**src/verilog/wdt_pkg.sv**
```systemverilog
// constants, field layout and state encoding of the window watchdog
// assumes a single 250 MHz clock and an AXI4-Lite register port
package wdt_pkg;

   localparam int CLK_PERIOD_NS   = 4;
   localparam int NS_PER_MS       = 1000000;
   localparam int FAULT_PULSE_MS  = 2;
   localparam int ACTIVATION_MS   = 30;
   localparam int DEFAULT_SLOW_MS = 10;

   localparam int FAULT_PULSE_CYCLES = FAULT_PULSE_MS * NS_PER_MS / CLK_PERIOD_NS;
   localparam int ACTIVATION_CYCLES  = ACTIVATION_MS * NS_PER_MS / CLK_PERIOD_NS;
   localparam logic [31:0] SLOW_LIMIT_RESET = 32'(DEFAULT_SLOW_MS * NS_PER_MS / CLK_PERIOD_NS);

   // lower window edge is the upper edge divided by eight
   localparam int FAST_DIVIDE_SHIFT = 3;

   localparam int ADDR_W = 8;
   localparam int DATA_W = 32;
   localparam int STRB_W = 4;

   localparam logic [ADDR_W-1:0] OFF_SLOW_LIMIT    = 8'h00;
   localparam logic [ADDR_W-1:0] OFF_STATUS        = 8'h04;
   localparam logic [ADDR_W-1:0] OFF_IRQ_STATUS    = 8'h08;
   localparam logic [ADDR_W-1:0] OFF_IRQ_MASK      = 8'h0c;
   localparam logic [ADDR_W-1:0] OFF_LAST_INTERVAL = 8'h10;

   localparam int EVT_FAST    = 0;
   localparam int EVT_SLOW    = 1;
   localparam int EVT_MISSING = 2;
   localparam int EVT_W       = 3;
   localparam logic [EVT_W-1:0] IRQ_MASK_RESET = 3'h0;

   localparam int ST_BIT_ARMED = 0;
   localparam int ST_BIT_RESET = 1;
   localparam int ST_BIT_ENPIN = 2;
   localparam int ST_FIELD_LO  = 4;

   localparam logic [1:0] RESP_OKAY   = 2'h0;
   localparam logic [1:0] RESP_SLVERR = 2'h2;

   typedef enum logic [2:0] {
      WD_OFF        = 3'h0,
      WD_STARTUP    = 3'h1,
      WD_WAIT_FIRST = 3'h3,
      WD_MEASURE    = 3'h2,
      WD_PULSE      = 3'h6
   } wd_state_t;

   function automatic logic [31:0] fast_limit(input logic [31:0] slow);
      return slow >> FAST_DIVIDE_SHIFT;
   endfunction

   function automatic logic [DATA_W-1:0] byte_merge(input logic [DATA_W-1:0] old,
                                                    input logic [DATA_W-1:0] data,
                                                    input logic [STRB_W-1:0] strb);
      logic [DATA_W-1:0] r;
      r = old;
      for (int i = 0; i < STRB_W; i++) begin
         if (strb[i]) begin
            r[8*i +: 8] = data[8*i +: 8];
         end
      end
      return r;
   endfunction

endpackage

```
**src/verilog/wdt_pulse_timer.sv**
```systemverilog
// one-shot timer holding active for a loaded number of cycles
// assumes length is at least one and start is not raised while active
`timescale 1ns/100ps
module wdt_pulse_timer (
   input  wire logic        aclk,
   input  wire logic        aresetn,
   input  wire logic        start,
   input  wire logic [31:0] length,
   output logic             active,
   output logic             done
);
   logic [31:0] remain;

   // done marks the last active cycle
   assign done = active && (remain == 32'h0);

   always_ff @(posedge aclk) begin
      if (!aresetn) begin
         active <= 1'b0;
         remain <= 32'h0;
      end else if (start) begin
         active <= 1'b1;
         remain <= 32'(length - 32'h1);
      end else if (done) begin
         active <= 1'b0;
      end else if (active) begin
         remain <= 32'(remain - 32'h1);
      end
   end
endmodule

```
**src/verilog/window_watchdog_reset.sv**
```systemverilog
// window watchdog: times the service clock and pulses an active-low reset on a fault
// assumes all inputs synchronous to aclk; registers reached over AXI4-Lite
//
// The placing of the registers and the AXI4-Lite interface to the registers were left to the implementer.
`timescale 1ns/100ps
module window_watchdog_reset #(
   parameter int ACTIVATION_CYCLES = wdt_pkg::ACTIVATION_CYCLES,
   parameter int FAULT_CYCLES      = wdt_pkg::FAULT_PULSE_CYCLES
) (
   input  wire logic                        aclk,
   input  wire logic                        aresetn,
   input  wire logic [wdt_pkg::ADDR_W-1:0]  awaddr,
   input  wire logic                        awvalid,
   output logic                             awready,
   input  wire logic [wdt_pkg::DATA_W-1:0]  wdata,
   input  wire logic [wdt_pkg::STRB_W-1:0]  wstrb,
   input  wire logic                        wvalid,
   output logic                             wready,
   output logic [1:0]                       bresp,
   output logic                             bvalid,
   input  wire logic                        bready,
   input  wire logic [wdt_pkg::ADDR_W-1:0]  araddr,
   input  wire logic                        arvalid,
   output logic                             arready,
   output logic [wdt_pkg::DATA_W-1:0]       rdata,
   output logic [1:0]                       rresp,
   output logic                             rvalid,
   input  wire logic                        rready,
   input  wire logic                        service_clock_in,
   input  wire logic                        watchdog_enable_n,
   input  wire logic                        low_rail_good,
   input  wire logic                        high_rail_good,
   output logic                             reset_out_n,
   output logic                             irq
);
   import wdt_pkg::*;

   localparam logic [31:0] ACT_LAST  = 32'(ACTIVATION_CYCLES - 1);
   localparam logic [31:0] FAULT_LEN = 32'(FAULT_CYCLES);

   wd_state_t         state;
   wd_state_t         next_state;
   logic [31:0]       cnt;
   logic [31:0]       next_cnt;
   logic              svc_prev;
   logic              fault_missing;
   logic [31:0]       slow_limit;
   logic [31:0]       last_interval;
   logic [EVT_W-1:0]  irq_status;
   logic [EVT_W-1:0]  irq_mask;
   logic              pulse_active;
   logic              pulse_done;

   // watchdog core
   wire rails_good = low_rail_good & high_rail_good;
   wire wd_enabled = ~watchdog_enable_n & rails_good;
   wire svc_rise   = service_clock_in & ~svc_prev;
   wire [31:0] fast_lim = fast_limit(slow_limit);
   wire in_measure = (state == WD_MEASURE) & wd_enabled;
   wire in_wait    = (state == WD_WAIT_FIRST) & wd_enabled;
   wire fast_hit   = in_measure & svc_rise & (cnt < fast_lim);
   wire slow_hit   = in_measure & ~svc_rise & (cnt > slow_limit);
   wire miss_hit   = in_wait & ~svc_rise & (cnt >= slow_limit);
   wire fault_fire = fast_hit | slow_hit | miss_hit;
   wire armed      = (state == WD_WAIT_FIRST) | (state == WD_MEASURE);
   wire [EVT_W-1:0] events = {miss_hit, slow_hit, fast_hit};
   wire [31:0] cnt_inc = (cnt == 32'hffffffff) ? cnt : 32'(cnt + 32'h1);

   always_comb begin
      next_state = state;
      case (state)
         WD_OFF: begin
            if (wd_enabled) next_state = WD_STARTUP;
         end
         WD_STARTUP: begin
            if (!wd_enabled) next_state = WD_OFF;
            else if (cnt == ACT_LAST) next_state = WD_WAIT_FIRST;
         end
         WD_WAIT_FIRST: begin
            if (!wd_enabled) next_state = WD_OFF;
            else if (miss_hit) next_state = WD_PULSE;
            else if (svc_rise) next_state = WD_MEASURE;
         end
         WD_MEASURE: begin
            if (!wd_enabled) next_state = WD_OFF;
            else if (fast_hit || slow_hit) next_state = WD_PULSE;
         end
         WD_PULSE: begin
            // a pulse already started always runs to its full length
            if (pulse_done) begin
               if (!wd_enabled) next_state = WD_OFF;
               else if (fault_missing) next_state = WD_STARTUP;
               else next_state = WD_WAIT_FIRST;
            end
         end
         default: next_state = WD_OFF;
      endcase
   end

   always_comb begin
      if (next_state != state) begin
         next_cnt = (next_state == WD_MEASURE) ? 32'h1 : 32'h0;
      end else if (state == WD_MEASURE && svc_rise) begin
         next_cnt = 32'h1;
      end else if (state == WD_STARTUP || armed) begin
         next_cnt = cnt_inc;
      end else begin
         next_cnt = 32'h0;
      end
   end

   always_ff @(posedge aclk) begin
      if (!aresetn) begin
         state    <= WD_OFF;
         cnt      <= 32'h0;
         svc_prev <= 1'b0;
      end else begin
         state    <= next_state;
         cnt      <= next_cnt;
         svc_prev <= service_clock_in;
      end
   end

   always_ff @(posedge aclk) begin
      if (!aresetn) begin
         reset_out_n   <= 1'b1;
         fault_missing <= 1'b0;
         last_interval <= 32'h0;
      end else begin
         reset_out_n <= (next_state != WD_PULSE);
         if (fault_fire) fault_missing <= miss_hit;
         if (in_measure && svc_rise) last_interval <= cnt;
      end
   end

   wdt_pulse_timer u_pulse (
      .aclk    (aclk),
      .aresetn (aresetn),
      .start   (fault_fire),
      .length  (FAULT_LEN),
      .active  (pulse_active),
      .done    (pulse_done)
   );

   // AXI4-Lite slave
   logic              aw_held;
   logic              w_held;
   logic [ADDR_W-1:0] wr_addr;
   logic [DATA_W-1:0] wr_data;
   logic [STRB_W-1:0] wr_strb;
   logic [DATA_W-1:0] status_word;

   assign awready = ~aw_held & ~bvalid;
   assign wready  = ~w_held & ~bvalid;
   assign arready = ~rvalid;

   wire wr_fire   = aw_held & w_held & ~bvalid;
   wire wr_slow   = wr_fire & (wr_addr == OFF_SLOW_LIMIT);
   wire wr_istat  = wr_fire & (wr_addr == OFF_IRQ_STATUS);
   wire wr_imask  = wr_fire & (wr_addr == OFF_IRQ_MASK);
   wire wr_ro     = wr_fire & ((wr_addr == OFF_STATUS) | (wr_addr == OFF_LAST_INTERVAL));
   wire wr_hit    = wr_slow | wr_istat | wr_imask | wr_ro;
   wire [DATA_W-1:0] slow_merged = byte_merge(slow_limit, wr_data, wr_strb);
   wire [DATA_W-1:0] mask_merged = byte_merge(32'(irq_mask), wr_data, wr_strb);
   wire [DATA_W-1:0] clr_merged  = byte_merge(32'h0, wr_data, wr_strb);
   wire [EVT_W-1:0]  irq_clear   = wr_istat ? clr_merged[EVT_W-1:0] : 3'h0;

   wire rd_slow  = (araddr == OFF_SLOW_LIMIT);
   wire rd_stat  = (araddr == OFF_STATUS);
   wire rd_istat = (araddr == OFF_IRQ_STATUS);
   wire rd_imask = (araddr == OFF_IRQ_MASK);
   wire rd_last  = (araddr == OFF_LAST_INTERVAL);
   wire rd_hit   = rd_slow | rd_stat | rd_istat | rd_imask | rd_last;
   wire [DATA_W-1:0] rd_data = ({DATA_W{rd_slow}} & slow_limit)
                             | ({DATA_W{rd_stat}} & status_word)
                             | ({DATA_W{rd_istat}} & 32'(irq_status))
                             | ({DATA_W{rd_imask}} & 32'(irq_mask))
                             | ({DATA_W{rd_last}} & last_interval);

   always_comb begin
      status_word = 32'h0;
      status_word[ST_BIT_ARMED] = armed;
      status_word[ST_BIT_RESET] = ~reset_out_n;
      status_word[ST_BIT_ENPIN] = watchdog_enable_n;
      status_word[ST_FIELD_LO +: 3] = state;
   end

   always_ff @(posedge aclk) begin
      if (!aresetn) begin
         aw_held   <= 1'b0;
         w_held    <= 1'b0;
         wr_addr   <= 8'h0;
         wr_data   <= 32'h0;
         wr_strb   <= 4'h0;
         bvalid    <= 1'b0;
         bresp     <= RESP_OKAY;
      end else begin
         if (awvalid && awready) begin
            aw_held <= 1'b1;
            wr_addr <= awaddr;
         end else if (wr_fire) begin
            aw_held <= 1'b0;
         end
         if (wvalid && wready) begin
            w_held  <= 1'b1;
            wr_data <= wdata;
            wr_strb <= wstrb;
         end else if (wr_fire) begin
            w_held <= 1'b0;
         end
         if (wr_fire) begin
            bvalid <= 1'b1;
            bresp  <= wr_hit ? RESP_OKAY : RESP_SLVERR;
         end else if (bready) begin
            bvalid <= 1'b0;
         end
      end
   end

   always_ff @(posedge aclk) begin
      if (!aresetn) begin
         rvalid <= 1'b0;
         rdata  <= 32'h0;
         rresp  <= RESP_OKAY;
      end else if (arvalid && arready) begin
         rvalid <= 1'b1;
         rdata  <= rd_data;
         rresp  <= rd_hit ? RESP_OKAY : RESP_SLVERR;
      end else if (rready) begin
         rvalid <= 1'b0;
      end
   end

   // registers and interrupt
   always_ff @(posedge aclk) begin
      if (!aresetn) begin
         slow_limit <= SLOW_LIMIT_RESET;
         irq_mask   <= IRQ_MASK_RESET;
         irq_status <= 3'h0;
         irq        <= 1'b0;
      end else begin
         if (wr_slow) slow_limit <= slow_merged;
         if (wr_imask) irq_mask <= mask_merged[EVT_W-1:0];
         // a new event wins over a clear in the same cycle
         irq_status <= (irq_status & ~irq_clear) | events;
         irq        <= |(((irq_status & ~irq_clear) | events) & irq_mask);
      end
   end

   // checks
   logic [31:0] low_cnt;
   always_ff @(posedge aclk) begin
      if (!aresetn) low_cnt <= 32'h0;
      else low_cnt <= reset_out_n ? 32'h0 : 32'(low_cnt + 32'h1);
   end
endmodule

```
**config.mk**
```make
export PLATFORM = sky130hd
export DESIGN_NAME = window_watchdog_reset
export DESIGN_NICKNAME = d
export VERILOG_FILES = /design/src/verilog/wdt_pkg.sv /design/src/verilog/wdt_pulse_timer.sv /design/src/verilog/window_watchdog_reset.sv
export SDC_FILE = /design/constraint.sdc
export NUM_CORES = 1
export LEC_CHECK = 0
export BUFFER_PORTS_ARGS = -buffer_cell sky130_fd_sc_hd__buf_4
export CORE_ASPECT_RATIO = 0.9
export CORE_MARGIN = 5
export CORE_UTILIZATION = 56
export CTS_BUF_LIST = sky130_fd_sc_hd__clkbuf_8
export CTS_CLUSTER_SIZE = 30
export DETAILED_ROUTE_END_ITERATION = 10
export PLACE_DENSITY_LB_ADDON = 0.05
export SKIP_CTS_REPAIR_TIMING = 1
export SLEW_MARGIN = 15
export SYNTH_ARGS = -nofsm -noshare
export SYNTH_HDL_FRONTEND = slang
export SYNTH_SLANG_ARGS = --single-unit
```
**constraint.sdc**
```tcl
create_clock -name aclk -period 2.4 [get_ports aclk]
set_clock_uncertainty 0.2 [all_clocks]
set_input_delay 0.12 -clock aclk [delete_from_list [all_inputs] [get_ports aclk]]
set_output_delay 0.12 -clock aclk [all_outputs]
set_load 0.01 [all_outputs]
```
# [Yosys cells after proc, flatten, opt, wreduce, memory -nomap -nowiden]
# Index checks and enable logic that the tools add are counted.
[word_totals] register_bits=226 input_bits=63 elab_cells=163
[op_classes] n_addsub=2 magnitude_cmp=3 eq_ne=19 muxes=33 bitwise_logic=53 reduce_logical=27
[op_table] cell="two-way mux 32 bit" count=4
[op_table] cell="OR 32 bit" count=4
[op_table] cell="bitwise AND 32 x 3 -> 32 bit" count=2
[op_table] cell="bitwise AND 32 bit" count=2
[op_table] cell="two-way mux 19 bit" count=3
[op_table] cell="two-way mux 3 bit" count=11
[op_table] cell="adder 32 x 1 -> 32 bit, second input constant" count=1
[op_table] cell="bitwise AND 32 x 7 -> 32 bit" count=1
[op_table] cell="equality test 32 x 23 -> 1 bit, second input constant" count=1
[op_table] cell="equality test 32 bit, second input constant" count=1
[op_table] cell="equality test 8 x 4 -> 1 bit, second input constant" count=4
[op_table] cell="greater-or-equal comparator 32 bit" count=1
[op_table] cell="greater-than comparator 32 bit" count=1
[op_table] cell="zero test 32 bit" count=1
[op_table] cell="< comparator 32 x 29 -> 1 bit" count=1
[op_table] cell="subtractor 32 x 1 -> 32 bit, second input constant" count=1
[op_table] cell="bitwise AND 1 bit" count=19
[op_table] cell="equality test 8 x 3 -> 1 bit, second input constant" count=2
[op_table] cell="equality test 8 x 5 -> 1 bit, second input constant" count=2
[op_table] cell="zero test 8 bit" count=2
[op_table] cell="one-hot mux 3 bit (5 select lines)" count=1
[op_table] cell="AND reduction 2 bit" count=7
[op_table] cell="nonzero test 2 bit" count=6
[op_table] cell="OR 1 bit" count=11
[op_table] cell="18 further kinds" count=48

# [Depth between registers and ports, before layout]
# Gate-level depths: netlist (run 1).
[logic_depth] word_depth=12 ltp_mapped=10 depth_no_buf=9

# [Modules after synthesis]
# Synthesis (run 1) repeated with hierarchy kept, for this count alone.
[hier_totals] cells_unflattened=1483 hier_area_um2=11810.1
[modules_own_cells] mod="window_watchdog_reset" instances=1 cells_each=1138 area_per_inst_um2=9102.5
[modules_own_cells] mod="wdt_pulse_timer" instances=1 cells_each=345 area_per_inst_um2=2707.6

# [Worst setup path before layout (run 1)]
# No wires, ideal clock.
[synth_path] kind="reg2reg" start="register slow_limit[31]" end="register cnt[21]" setup_time_ps=88 arrival_time_ps=2247 required_time_ps=2112 slack_ps=-135 path_stages_with_launch=11 n_path_buf=1 period_less_slack_ps=2535 cell_sequence="dfxtp_1 inv_1 ha_1 nand4_2 nor3_1 a2111oi_2 nand3b_1 o21ai_2 nand3b_2 buf_2 nor4_2"
[synth_between] elab_chain_cells=8 elab_cells_between_ends=15 classes_between="order compare: 3; eq/ne: 2; mux: 6; bitwise: 3; reduce/logical: 1"
[synth_lines] element="start: declaration" line="window_watchdog_reset.sv:47" rtl="logic [31:0] slow_limit;"
[synth_lines] element="start signal: assignment" line="window_watchdog_reset.sv:242" rtl="if (wr_slow) slow_limit <= slow_merged;"
[synth_lines] element="< comparator 32 x 29 -> 1 bit / greater-than comparator 32 bit (equally long branches)" line="window_watchdog_reset.sv:61, window_watchdog_reset.sv:62"
[synth_lines] element="bitwise AND 1 bit, on equally long branches" line="window_watchdog_reset.sv:61, window_watchdog_reset.sv:62"
[synth_lines] element="logical OR 1 bit" line="window_watchdog_reset.sv:86" rtl="else if (fast_hit || slow_hit) next_state = WD_PULSE;"
[synth_lines] element="two-way mux 3 bit" line="window_watchdog_reset.sv:86"
[synth_lines] element="two-way mux 3 bit" line="window_watchdog_reset.sv:85" rtl="if (!wd_enabled) next_state = WD_OFF;"
[synth_lines] element="one-hot mux 3 bit (5 select lines) *" line="window_watchdog_reset.sv:71" rtl="case (state)"
[synth_lines] element="inequality test 3 bit *" line="window_watchdog_reset.sv:101" rtl="if (next_state != state) begin"
[synth_lines] element="inequality test 4 bit (no source line) / two-way mux 32 bit (equally long branches)"
[synth_lines] element="end signal: assignment" line="window_watchdog_reset.sv:119" rtl="cnt <= next_cnt;"
[synth_lines] element="end: declaration" line="window_watchdog_reset.sv:43" rtl="logic [31:0] cnt;"
# Every way passes the cells marked *; elsewhere a longest branch is shown, timed or not.
# A chain may end at the register's enable or synchronous reset.

# [Final worst setup path (run 1)]
[layout_path] start="register cnt[10]" end="register cnt[11]"
[layout_between] elab_chain_cells=8 elab_cells_between_ends=23 classes_between="add/sub: 1; order compare: 3; eq/ne: 4; mux: 11; bitwise: 3; reduce/logical: 1"
[layout_lines] element="< comparator 32 x 29 -> 1 bit / greater-than comparator 32 bit (equally long branches)" line="window_watchdog_reset.sv:61, window_watchdog_reset.sv:62"
[layout_lines] element="bitwise AND 1 bit, on equally long branches" line="window_watchdog_reset.sv:61, window_watchdog_reset.sv:62"
[layout_lines] element="logical OR 1 bit" line="window_watchdog_reset.sv:86"
[layout_lines] element="two-way mux 3 bit" line="window_watchdog_reset.sv:86"
[layout_lines] element="two-way mux 3 bit" line="window_watchdog_reset.sv:85"
[layout_lines] element="one-hot mux 3 bit (5 select lines)" line="window_watchdog_reset.sv:71"
[layout_lines] element="inequality test 3 bit" line="window_watchdog_reset.sv:101"
[layout_lines] element="inequality test 4 bit (no source line) / two-way mux 32 bit (equally long branches)"
# Several ways; a longest one is shown, not always the timed one. The select of a mux whose other input is x is not followed.

==> results.py, run 1 <==
metrics = {
    "clocking": {
        "clock_latency_ps": 540,
        "number_of_sinks_driven_by_the_clock_tree": 224,
        "clockBufferDepth": 3,
        "cts_buffers": 38,
        "clkTransAtPathRegs_ps": 60,
        "htree_levels": 2,
        "cts-root-buf": "clkbuf_8",
        "tritoncts": "yes",
    },
    "floorplanning": {
        "floorplan.initialDensity": 0.5691,
        "die_y_um": 142.6,
        "coreArea_sq_um": 19220,
        "die_w_um": 157.3,
        "pin_count": 106,
        "rows": 48,
        "dieArea_sq_um": 22430,
    },
    "detailed_routing": {
        "antenna_violating_nets_left": 0,
        "starting_drt_drc_count": 945,
        "remaining_drc_errors": 0,
        "routed_wl_um": 37130,
        "routed_wire_length_per_instance_um": 19.06,
        "detail_route.vias_per_cell": 5.845,
        "num_vias": 11390,
        "dr.pass1.iters": 6,
    },
    "worst_setup_path": {
        "worst_path_buffer_plus_inverter_count": 4,
        "setup.worst_path.start_class": "flop",
        "required_ps": 2630,
        "cells_along_the_critical_path": "buf_4 > ha_4 > nand4_1 > buf_4 > nor3_2 > nor4_2 > a31o_1 > nand4_4 > buf_6 > nand3b_4 > clkbuf_16 > nor4_2",
        "critical-path-top-delay-family": "simple AND/OR/NAND/NOR gates",
        "critical_path_arrival_ps": 3110,
        "critical_path_class": "reg -> reg",
        "cp_slowest_cell": "dfxtp_2",
        "crit_fanout": 8,
        "worst_setup_path_end_kind": "flop",
        "critPathMaxStageDelay_ps": 350,
    },
    "layout": {
        "multiInputGateArea_sq_um": 6718,
        "antenna_cells_inserted": 0,
        "layout.cells.non_filler": 1948,
        "mostFrequentLayoutCell": "buf_4",
        "final_layout_size_suffix_gt1_frac": 0.3180,
        "final_nets": 1799,
        "layout_common_cells": "buf_4, nand2_1, dfxtp_1",
        "seq_area_sq_um": 4538,
        "area_growth_syn_to_layout_pct": 43.49,
        "fill_cell_instance_count_of_the_final_layout": 1230,
    },
    "pwr": {
        "pwr_density_cell_nw_per_um2": 504.9,
        "leakage_nw": 6.446,
        "power.total_mw": 7.923,
        "power.share.clock": 0.417,
        "total_switching_power_mw": 1.995,
        "p_seq_frac": 0.489,
        "power.internal_mw": 5.929,
        "p_comb_frac": 0.093,
        "power.share.switching": 0.2517,
        "vdd_ir_drop_max_mv": 0.4560,
    },
    "grt": {
        "grt_antenna_before_repair": 0,
        "vias_in_the_first_global_route": 10410,
        "grt_max_degree": 57,
        "groute.usage.overall": 0.2900,
        "grt_first_pass_wirelength_um": 52290,
        "gr-total-overflow": 0,
    },
    "timing": {
        "timing.final.setup_violations": 73,
        "max_slew_margin": 0.4263,
        "tightest_slew_ps": 860.6,
        "timing.hold.ws_ps": -8.334,
        "fmaxAchievable_ghz": 0.3463,
        "slew_viol_final": 0,
        "layout_min_cycle_time_ps": 2888,
        "final.period_utilization": 1.203,
        "grt_setup_unrepaired": "true",
        "finalHoldViolations": 2,
        "post-route-worst-setup-slack_ps": -487.6,
    },
    "synth": {
        "synth_top_area_cells": "dfxtp_1, nand2_1, ha_1",
        "postSynth.asyncResetShare": 0,
        "syn_avg_cell_area_sq_um": 8.285,
        "synth_edf_count": 0,
        "seq_area_frac_synth": 0.4100,
        "synth_flop_cell": "dfxtp_1",
        "netlist.area_leader.share": 0.4100,
        "synthesis.yosys.warnings": 0,
        "synth_cell_types": 69,
        "synth_top_cell_by_area": "dfxtp_1",
        "synth_area_sq_um": 10940,
        "synthesized_netlist_cell_count": 1320,
        "flops_latches_synth": 224,
    },
    "placement": {
        "detailedPlace.worstSlack_ps": -461.2,
        "dp.cells": 1807,
        "gp_congestion": 1.006,
        "place_hpwl_um": 23890,
        "port_buffers": 103,
    },
    "hold_path": {
        "hold_class": "in -> reg",
    },
    "run_status": {
        "outcome": "finished, violations left",
        "violations": "hold timing, setup timing",
    },
    "run": {
        "drv_cap": 0,
    },
}
[cell usage after synthesis (7+ instances only)]
cell	instances
and2_1	11
xor2_1	16
a221oi_1	34
and3_1	8
nor2_1	107
nand4_1	21
nor3_1	54
nand3_1	23
or3_1	10
nor2b_1	7
nor4_2	12
ha_1	62
dfxtp_1	224
o211ai_1	11
nand2b_1	7
buf_2	13
inv_1	48
nor4_1	34
nand2_1	246
a21oi_1	135
mux2i_1	12
xnor2_1	41
or4_1	10
clkbuf_1	51
o21ai_0	21
a21o_1	16
[cells by family after synthesis]
| logic type | count (synthesis) | share of synthesized area |
|---|---|---|
| AND/OR/NAND/NOR | 590 | 0.2694 |
| AO/OA/AOI/OAI | 252 | 0.1445 |
| flip-flops | 224 | 0.4100 |
| buffers and inverters | 120 | 0.04404 |
| adder cells (fa/ha/maj) | 62 | 0.07093 |
| XOR/XNOR | 57 | 0.04565 |
| multiplexers | 14 | 0.01510 |
| other | 1 | 0.0003429 |
[layout make-up]
class,instances,share of cell area
Clock inverter,16,0.003907
Clock buffer,48,0.04210
Multi-Input combinational cell,977,0.4281
Sequential cell,224,0.2892
Timing Repair Buffer,382,0.2044
Inverter,51,0.01236
Tap cell,250,0.01993
[routing by layer]
layer,global-route usage,wire (um)
met5,0,0
met4,0.1191,1643
met3,0.06020,2831
met2,0.4677,17550
met1,0.3806,15110
[worst register-to-register path, delay by kind of cell (launching register included)]
family | cells | cell delay, ps
AND/OR/NAND/NOR | 6 | 990
buffers and inverters | 4 | 740
flip-flops | 1 | 350
adder cells (fa/ha/maj) | 1 | 260
AO/OA/AOI/OAI | 1 | 220
[worst paths after layout]
kind               start             end  slack (ps)  cells past startpoint
min reg2reg  wr_data[24]  slow_limit[24]         250                      2
min            araddr[3]        rdata[5]          -8                      5
max reg2reg      cnt[10]         cnt[11]        -490                     12
max              cnt[10]         cnt[11]        -490                     12
[metrics by stage]
stage	utilization	hold WS (ps)	setup TNS (ps)	cell area, sq um
2_1_floorplan	-	19.02	-112.4	11160
3_3_place_gp	0.7048	105.4	-16260	13550
3_5_place_dp	0.7048	112.8	-19500	13550
4_1_cts	0.7424	-449.4	-22050	14270
5_1_grt	0.8165	10.38	-29640	15690
6_report	0.8165	-8.334	-25260	15690
[power by group through the flow]
stage | logic [mW] | clock network (mW) | registers, mW
6_report | 0.740 | 3.31 | 3.88
2_1_floorplan | 0.313 | 0 | 3.96
3_3_place_gp | 0.598 | 0 | 3.95
3_5_place_dp | 0.606 | 0 | 3.96
5_1_grt | 0.800 | 3.55 | 3.88
4_1_cts | 0.610 | 3.34 | 3.88
[state kept, by name, summed over array words and instances, names as in the netlist, 3 cells and up]
name            count
cnt                32
last_interval      32
rdata              32
slow_limit         32
u_pulse.remain     32
wr_data            32
wr_addr             8
wr_strb             4
irq_mask            3
irq_status          3
state               3
Note: power is estimated with default switching activity, not from simulation.
==> run 2: changes to the inputs <==
ABC_AREA = 1   (was default)
==> results.py, run 2 <==
metrics = {
    "run_status": {
        "outcome": "finished, violations left",
        "violations": "hold timing, setup timing",
    },
    "layout": {
        "fin_area_sq_um": 16290,
        "layout_common_cells": "buf_4, inv_1, dfxtp_1",
        "final_nets": 2073,
        "seq_area_sq_um": 4521,
        "area_growth_syn_to_layout_pct": 43.51,
        "fill_cell_instance_count_of_the_final_layout": 1352,
        "mostFrequentLayoutCell": "buf_4",
        "multiInputGateArea_sq_um": 6402,
        "final_layout_size_suffix_gt1_frac": 0.2906,
    },
    "clocking": {
        "htree_levels": 2,
        "clkTransAtPathRegs_ps": 60,
        "clock_latency_ps": 550,
        "cts_buffers": 39,
        "clockBufferDepth": 3,
        "cts-root-buf": "clkbuf_8",
        "number_of_sinks_driven_by_the_clock_tree": 224,
        "tritoncts": "yes",
    },
    "synth": {
        "synth_area_sq_um": 11350,
        "synth_top_area_cells": "dfxtp_1, nor2_1, inv_1",
        "synth_flop_cell": "dfxtp_1",
        "synthesized_netlist_cell_count": 1554,
        "synth_most_common_cell": "dfxtp_1",
        "flops_latches_synth": 224,
        "synth_top_cell_by_area": "dfxtp_1",
        "seq_area_frac_synth": 0.3951,
        "synth_cell_types": 50,
        "postSynth.asyncResetShare": 0,
        "netlist.area_leader.share": 0.3951,
        "synthesis.yosys.warnings": 0,
        "list_of_most_frequent_post_synthesis_cells": "dfxtp_1, nor2_1, inv_1, nand2_1, o21ai_0",
        "synth_edf_count": 0,
        "syn_avg_cell_area_sq_um": 7.303,
    },
    "timing": {
        "layout_min_cycle_time_ps": 2790,
        "max_slew_margin": 0.6055,
        "timing.hold.ws_ps": -44.32,
        "fmaxAchievable_ghz": 0.3584,
        "post-route-worst-setup-slack_ps": -390.1,
        "grt_setup_unrepaired": "true",
        "final.period_utilization": 1.163,
        "slew_viol_final": 0,
        "finalHoldViolations": 3,
        "timing.final.setup_violations": 70,
        "tightest_slew_ps": 587.2,
    },
    "pwr": {
        "pwr_density_cell_nw_per_um2": 511.3,
        "leakage_nw": 7.428,
        "vdd_ir_drop_max_mv": 0.4561,
    },
    "detailed_routing": {
        "detail_route.vias_per_cell": 5.504,
        "dr.pass1.iters": 8,
        "routed_wire_length_per_instance_um": 16.67,
        "num_vias": 12280,
        "routed_wl_um": 37200,
        "starting_drt_drc_count": 985,
        "remaining_drc_errors": 0,
        "antenna_violating_nets_left": 0,
    },
    "placement": {
        "detailedPlace.worstSlack_ps": -381.6,
        "placed_area_sq_um": 13830,
        "place_hpwl_um": 24700,
        "gp_congestion": 0.9294,
        "port_buffers": 103,
    },
    "grt": {
        "grt_antenna_before_repair": 0,
        "grt_first_pass_wirelength_um": 53250,
        "gr-total-overflow": 0,
        "vias_in_the_first_global_route": 10840,
        "groute.usage.overall": 0.2732,
        "grt_max_degree": 75,
    },
    "run": {
        "drv_cap": 0,
    },
    "floorplanning": {
        "coreArea_sq_um": 19990,
        "pin_count": 106,
        "die_w_um": 160.1,
        "die_y_um": 145.1,
        "dieArea_sq_um": 23220,
        "floorplan.initialDensity": 0.5679,
        "rows": 49,
    },
    "worst_setup_path": {
        "worst_setup_path_end_kind": "flop",
        "crit_fanout": 8,
        "critical_path_class": "reg -> reg",
        "setup.worst_path.start_class": "flop",
        "critical_path_arrival_ps": 3010,
        "required_ps": 2620,
        "worst-r2r-setup-slack_ps": -390,
    },
    "hold_path": {
        "hold_class": "in -> reg",
    },
}
[run 2: layout make-up]
class,count,area share
antenna,1,0.0001536
multi-input combinational,1049,0.3931
timing repair buffer,409,0.2089
inverter,225,0.05216
clock buffer,44,0.03718
tap,255,0.01959
sequential,224,0.2775
clock inverter,24,0.01137
[run 2: metrics by stage]
stage / cells / total power [mW] / hold slack (ps) / util / TNS, ps
2_1_floorplan: 1555 / 4.300 / 13.45 / - / 0
3_3_place_gp: 2066 / 4.592 / 121.0 / 0.6917 / -11180
3_5_place_dp: 2066 / 4.608 / 128.7 / 0.6917 / -15540
4_1_cts: 2134 / 8.163 / -425.3 / 0.7313 / -16840
5_1_grt: 2230 / 8.610 / 11.11 / 0.8148 / -24830
6_report: 2231 / 8.328 / -44.32 / 0.8149 / -16220
[run 2: path summary, 6_finish.rpt]
path | from | end | depth (start not counted)
min reg2reg | last_interval[21] | last_interval[21] | 2
max | slow_limit[22] | u_pulse.remain[3] | 16
min | araddr[3] | rdata[1] | 5
max reg2reg | slow_limit[22] | u_pulse.remain[3] | 16
[run 2: report_power, final]
| group | leakage [nW] | internal [mW] | total [mW] | switching (mW) |
|---|---|---|---|---|
| Combinational | 5.15 | 0.378 | 0.805 | 0.428 |
| Clock | 0.449 | 2.00 | 3.62 | 1.62 |
| Sequential | 1.83 | 3.83 | 3.91 | 0.0712 |
[run 2: logic make-up (layout without fill, tap and decap cells)]
group | count (synthesis) | in the layout | synth area share
xor gates and xnor gates | 31 | 31 | 0.02392
buffers and inverters | 282 | 702 | 0.09624
DFF | 224 | 224 | 0.3951
other | 1 | 3 | 0.0003304
AOI/OAI and AO/OA | 372 | 372 | 0.1852
and+or+nand+nor | 582 | 582 | 0.2308
adders and majority gates | 62 | 62 | 0.06835
[run 2: metal layers]
| layer | track usage | share of wire | vias up |
|---|---|---|---|
| met3 | 0.05190 | 0.077 | 75 |
| met4 | 0.07312 | 0.022 | 0 |
| met5 | 0 | 0 | - |
| met2 | 0.4331 | 0.47 | 497 |
| met1 | 0.3843 | 0.44 | 5764 |
| li1 | - | - | 5943 |
[run 2: worst max-delay path, cell delays in order (launching register included)]
cell and delay [ps]:
dfxtp_1 310, inv_1 60, ha_1 300, nand2_2 90, nor2_4 100, nand4_1 170
nor2_2 190, nand3b_1 160, and2_1 200, nand2_2 70, nand2_2 50, inv_2 80
buf_6 130, nand2_4 60, buf_8 140, o21ai_0 260, inv_1 100
==> run 3: changes to the inputs <==
CORE_UTILIZATION = 40   (was 56)
==> results.py, run 3 (synthesized netlist as in run 2, its figures left out) <==
metrics = {
    "floorplanning": {
        "die_y_um": 169.8,
        "pin_count": 106,
        "coreArea_sq_um": 27940,
        "die_w_um": 187.6,
        "floorplan.initialDensity": 0.4062,
        "rows": 58,
        "dieArea_sq_um": 31850,
    },
    "grt": {
        "use_met1": 0.3036,
        "grt_max_degree": 49,
        "grt_antenna_before_repair": 0,
        "grt_first_pass_wirelength_um": 55360,
        "gr-total-overflow": 0,
        "met2_usage": 0.3333,
        "globalRouteMet3Util": 0.03702,
        "vias_in_the_first_global_route": 10800,
        "groute.usage.overall": 0.2104,
        "global_route_hottest_layer": "met2",
    },
    "timing": {
        "finalHoldViolations": 22,
        "grt_setup_unrepaired": "true",
        "tightest_slew_ps": 605.5,
        "fmaxAchievable_ghz": 0.3721,
        "layout_min_cycle_time_ps": 2687,
        "max_slew_margin": 0.5933,
        "final.period_utilization": 1.120,
        "slew_viol_final": 0,
        "timing.final.setup_violations": 68,
        "timing.hold.ws_ps": -116.6,
        "post-route-worst-setup-slack_ps": -287.3,
    },
    "pwr": {
        "power.share.switching": 0.2419,
        "total_switching_power_mw": 2.129,
        "pwr_density_cell_nw_per_um2": 535.1,
        "p_seq_frac": 0.443,
        "power.total_mw": 8.801,
        "power.internal_mw": 6.672,
        "vdd_ir_drop_max_mv": 0.4735,
        "leakage_nw": 7.481,
        "p_comb_frac": 0.088,
        "power.share.clock": 0.469,
    },
    "worst_setup_path": {
        "crit_fanout": 6,
        "setup.worst_path.start_class": "flop",
        "worst_setup_path_end_kind": "flop",
        "critical-path-top-delay-family": "simple AND/OR/NAND/NOR gates",
        "critical_path_arrival_ps": 2960,
        "critical-path-top-cell-by-count": "nand2_2",
        "critical_path_class": "reg -> reg",
        "required_ps": 2670,
        "critPathMaxStageDelay_ps": 350,
        "worst_path_buffer_plus_inverter_count": 1,
        "cells_along_the_critical_path": "ha_1 > a21oi_1 > nor2_1 > nor2_1 > nand2_2 > nand2_2 > nand2_2 > nand2_2 > nand4_1 > nand2_1 > nand2_2 > nand2_2 > nand2_4 > nor2_8 > nand3_4 > clkbuf_16 > nor2_4",
        "cp_slowest_cell": "dfxtp_2",
    },
    "clocking": {
        "clkTransAtPathRegs_ps": 60,
        "cts-root-buf": "clkbuf_8",
        "number_of_sinks_driven_by_the_clock_tree": 224,
        "tritoncts": "yes",
        "cts_buffers": 41,
        "clock_latency_ps": 550,
        "htree_levels": 2,
        "clockBufferDepth": 3,
    },
    "layout": {
        "mostFrequentLayoutCell": "buf_4",
        "final_layout_size_suffix_gt1_frac": 0.2810,
        "layout_common_cells": "buf_4, inv_1, dfxtp_1",
        "fin_area_sq_um": 16450,
        "area_growth_syn_to_layout_pct": 44.92,
        "final_nets": 2076,
        "antenna_cells_inserted": 0,
    },
    "detailed_routing": {
        "routed_wire_length_per_instance_um": 15.07,
        "num_vias": 11430,
        "remaining_drc_errors": 0,
        "antenna_violating_nets_left": 0,
        "starting_drt_drc_count": 508,
        "routed_wl_um": 35300,
        "dr.pass1.iters": 7,
        "detail_route.vias_per_cell": 4.880,
    },
    "run_status": {
        "violations": "hold timing, setup timing",
        "outcome": "finished, violations left",
    },
    "hold_path": {
        "hold_class": "in -> reg",
    },
    "placement": {
        "placed_area_sq_um": 14020,
        "detailedPlace.worstSlack_ps": -439.8,
        "port_buffers": 103,
        "gp_congestion": 0.8828,
        "place_hpwl_um": 26000,
    },
    "run": {
        "drv_cap": 0,
    },
}
[run 3: cell type report]
cell class,count,area [sq um]
repair buffers,410,3396
multi-input cells,1049,6295
well taps,360,450.4
inverters,225,854.6
clock buffers,58,798.3
clock inverters,16,148.9
fillers,2642,11490
flip-flops and latches,224,4506
[run 3: power by group through the flow]
stage	Sequential, mW	Clock [mW]	Combinational (mW)
floorplan	3.98	0	0.318
CTS	3.90	4.25	0.641
global placement	3.97	0	0.634
global route	3.91	4.43	0.858
detailed placement	3.98	0	0.640
finish	3.90	4.13	0.776
[run 3: through the flow]
stage | hold WS (ps) | instances | TNS (ps) | utilization
floorplan | 13.45 | 1555 | 0 | -
global placement | 113.6 | 2177 | -13860 | 0.5017
detailed placement | 118.4 | 2177 | -21060 | 0.5017
CTS | -462.8 | 2251 | -21420 | 0.5356
global route | -120.2 | 2342 | -24220 | 0.5887
finish | -116.6 | 2342 | -13970 | 0.5887
[run 3: final timing paths]
path                    startpoint                end  slack [ps]  cells past startpoint
setup reg to reg            cnt[5]            cnt[19]        -290                     17
setup / recovery            cnt[5]            cnt[19]        -290                     17
hold reg to reg   last_interval[6]   last_interval[6]         250                      2
hold / removal             aresetn  u_pulse.remain[0]        -120                      3
[run 3: worst reg2reg max path, stage by stage, from the launching register on]
cell       delay, ps
dfxtp_2          350
ha_1             310
a21oi_1          130
nor2_1            50
nor2_1           150
nand2_2           90
nand2_2           60
nand2_2           50
nand2_2           80
nand4_1          200
nand2_1          190
nand2_2           70
nand2_2           90
nand2_4           70
nor2_8           130
nand3_4          120
clkbuf_16        210
nor2_4            70
[run 3: routing by layer]
| metal | vias up | share of wire |
|---|---|---|
| li1 | 5944 | - |
| met5 | - | 0 |
| met2 | 228 | 0.44 |
| met1 | 5222 | 0.50 |
| met3 | 35 | 0.053 |
| met4 | 0 | 0.012 |
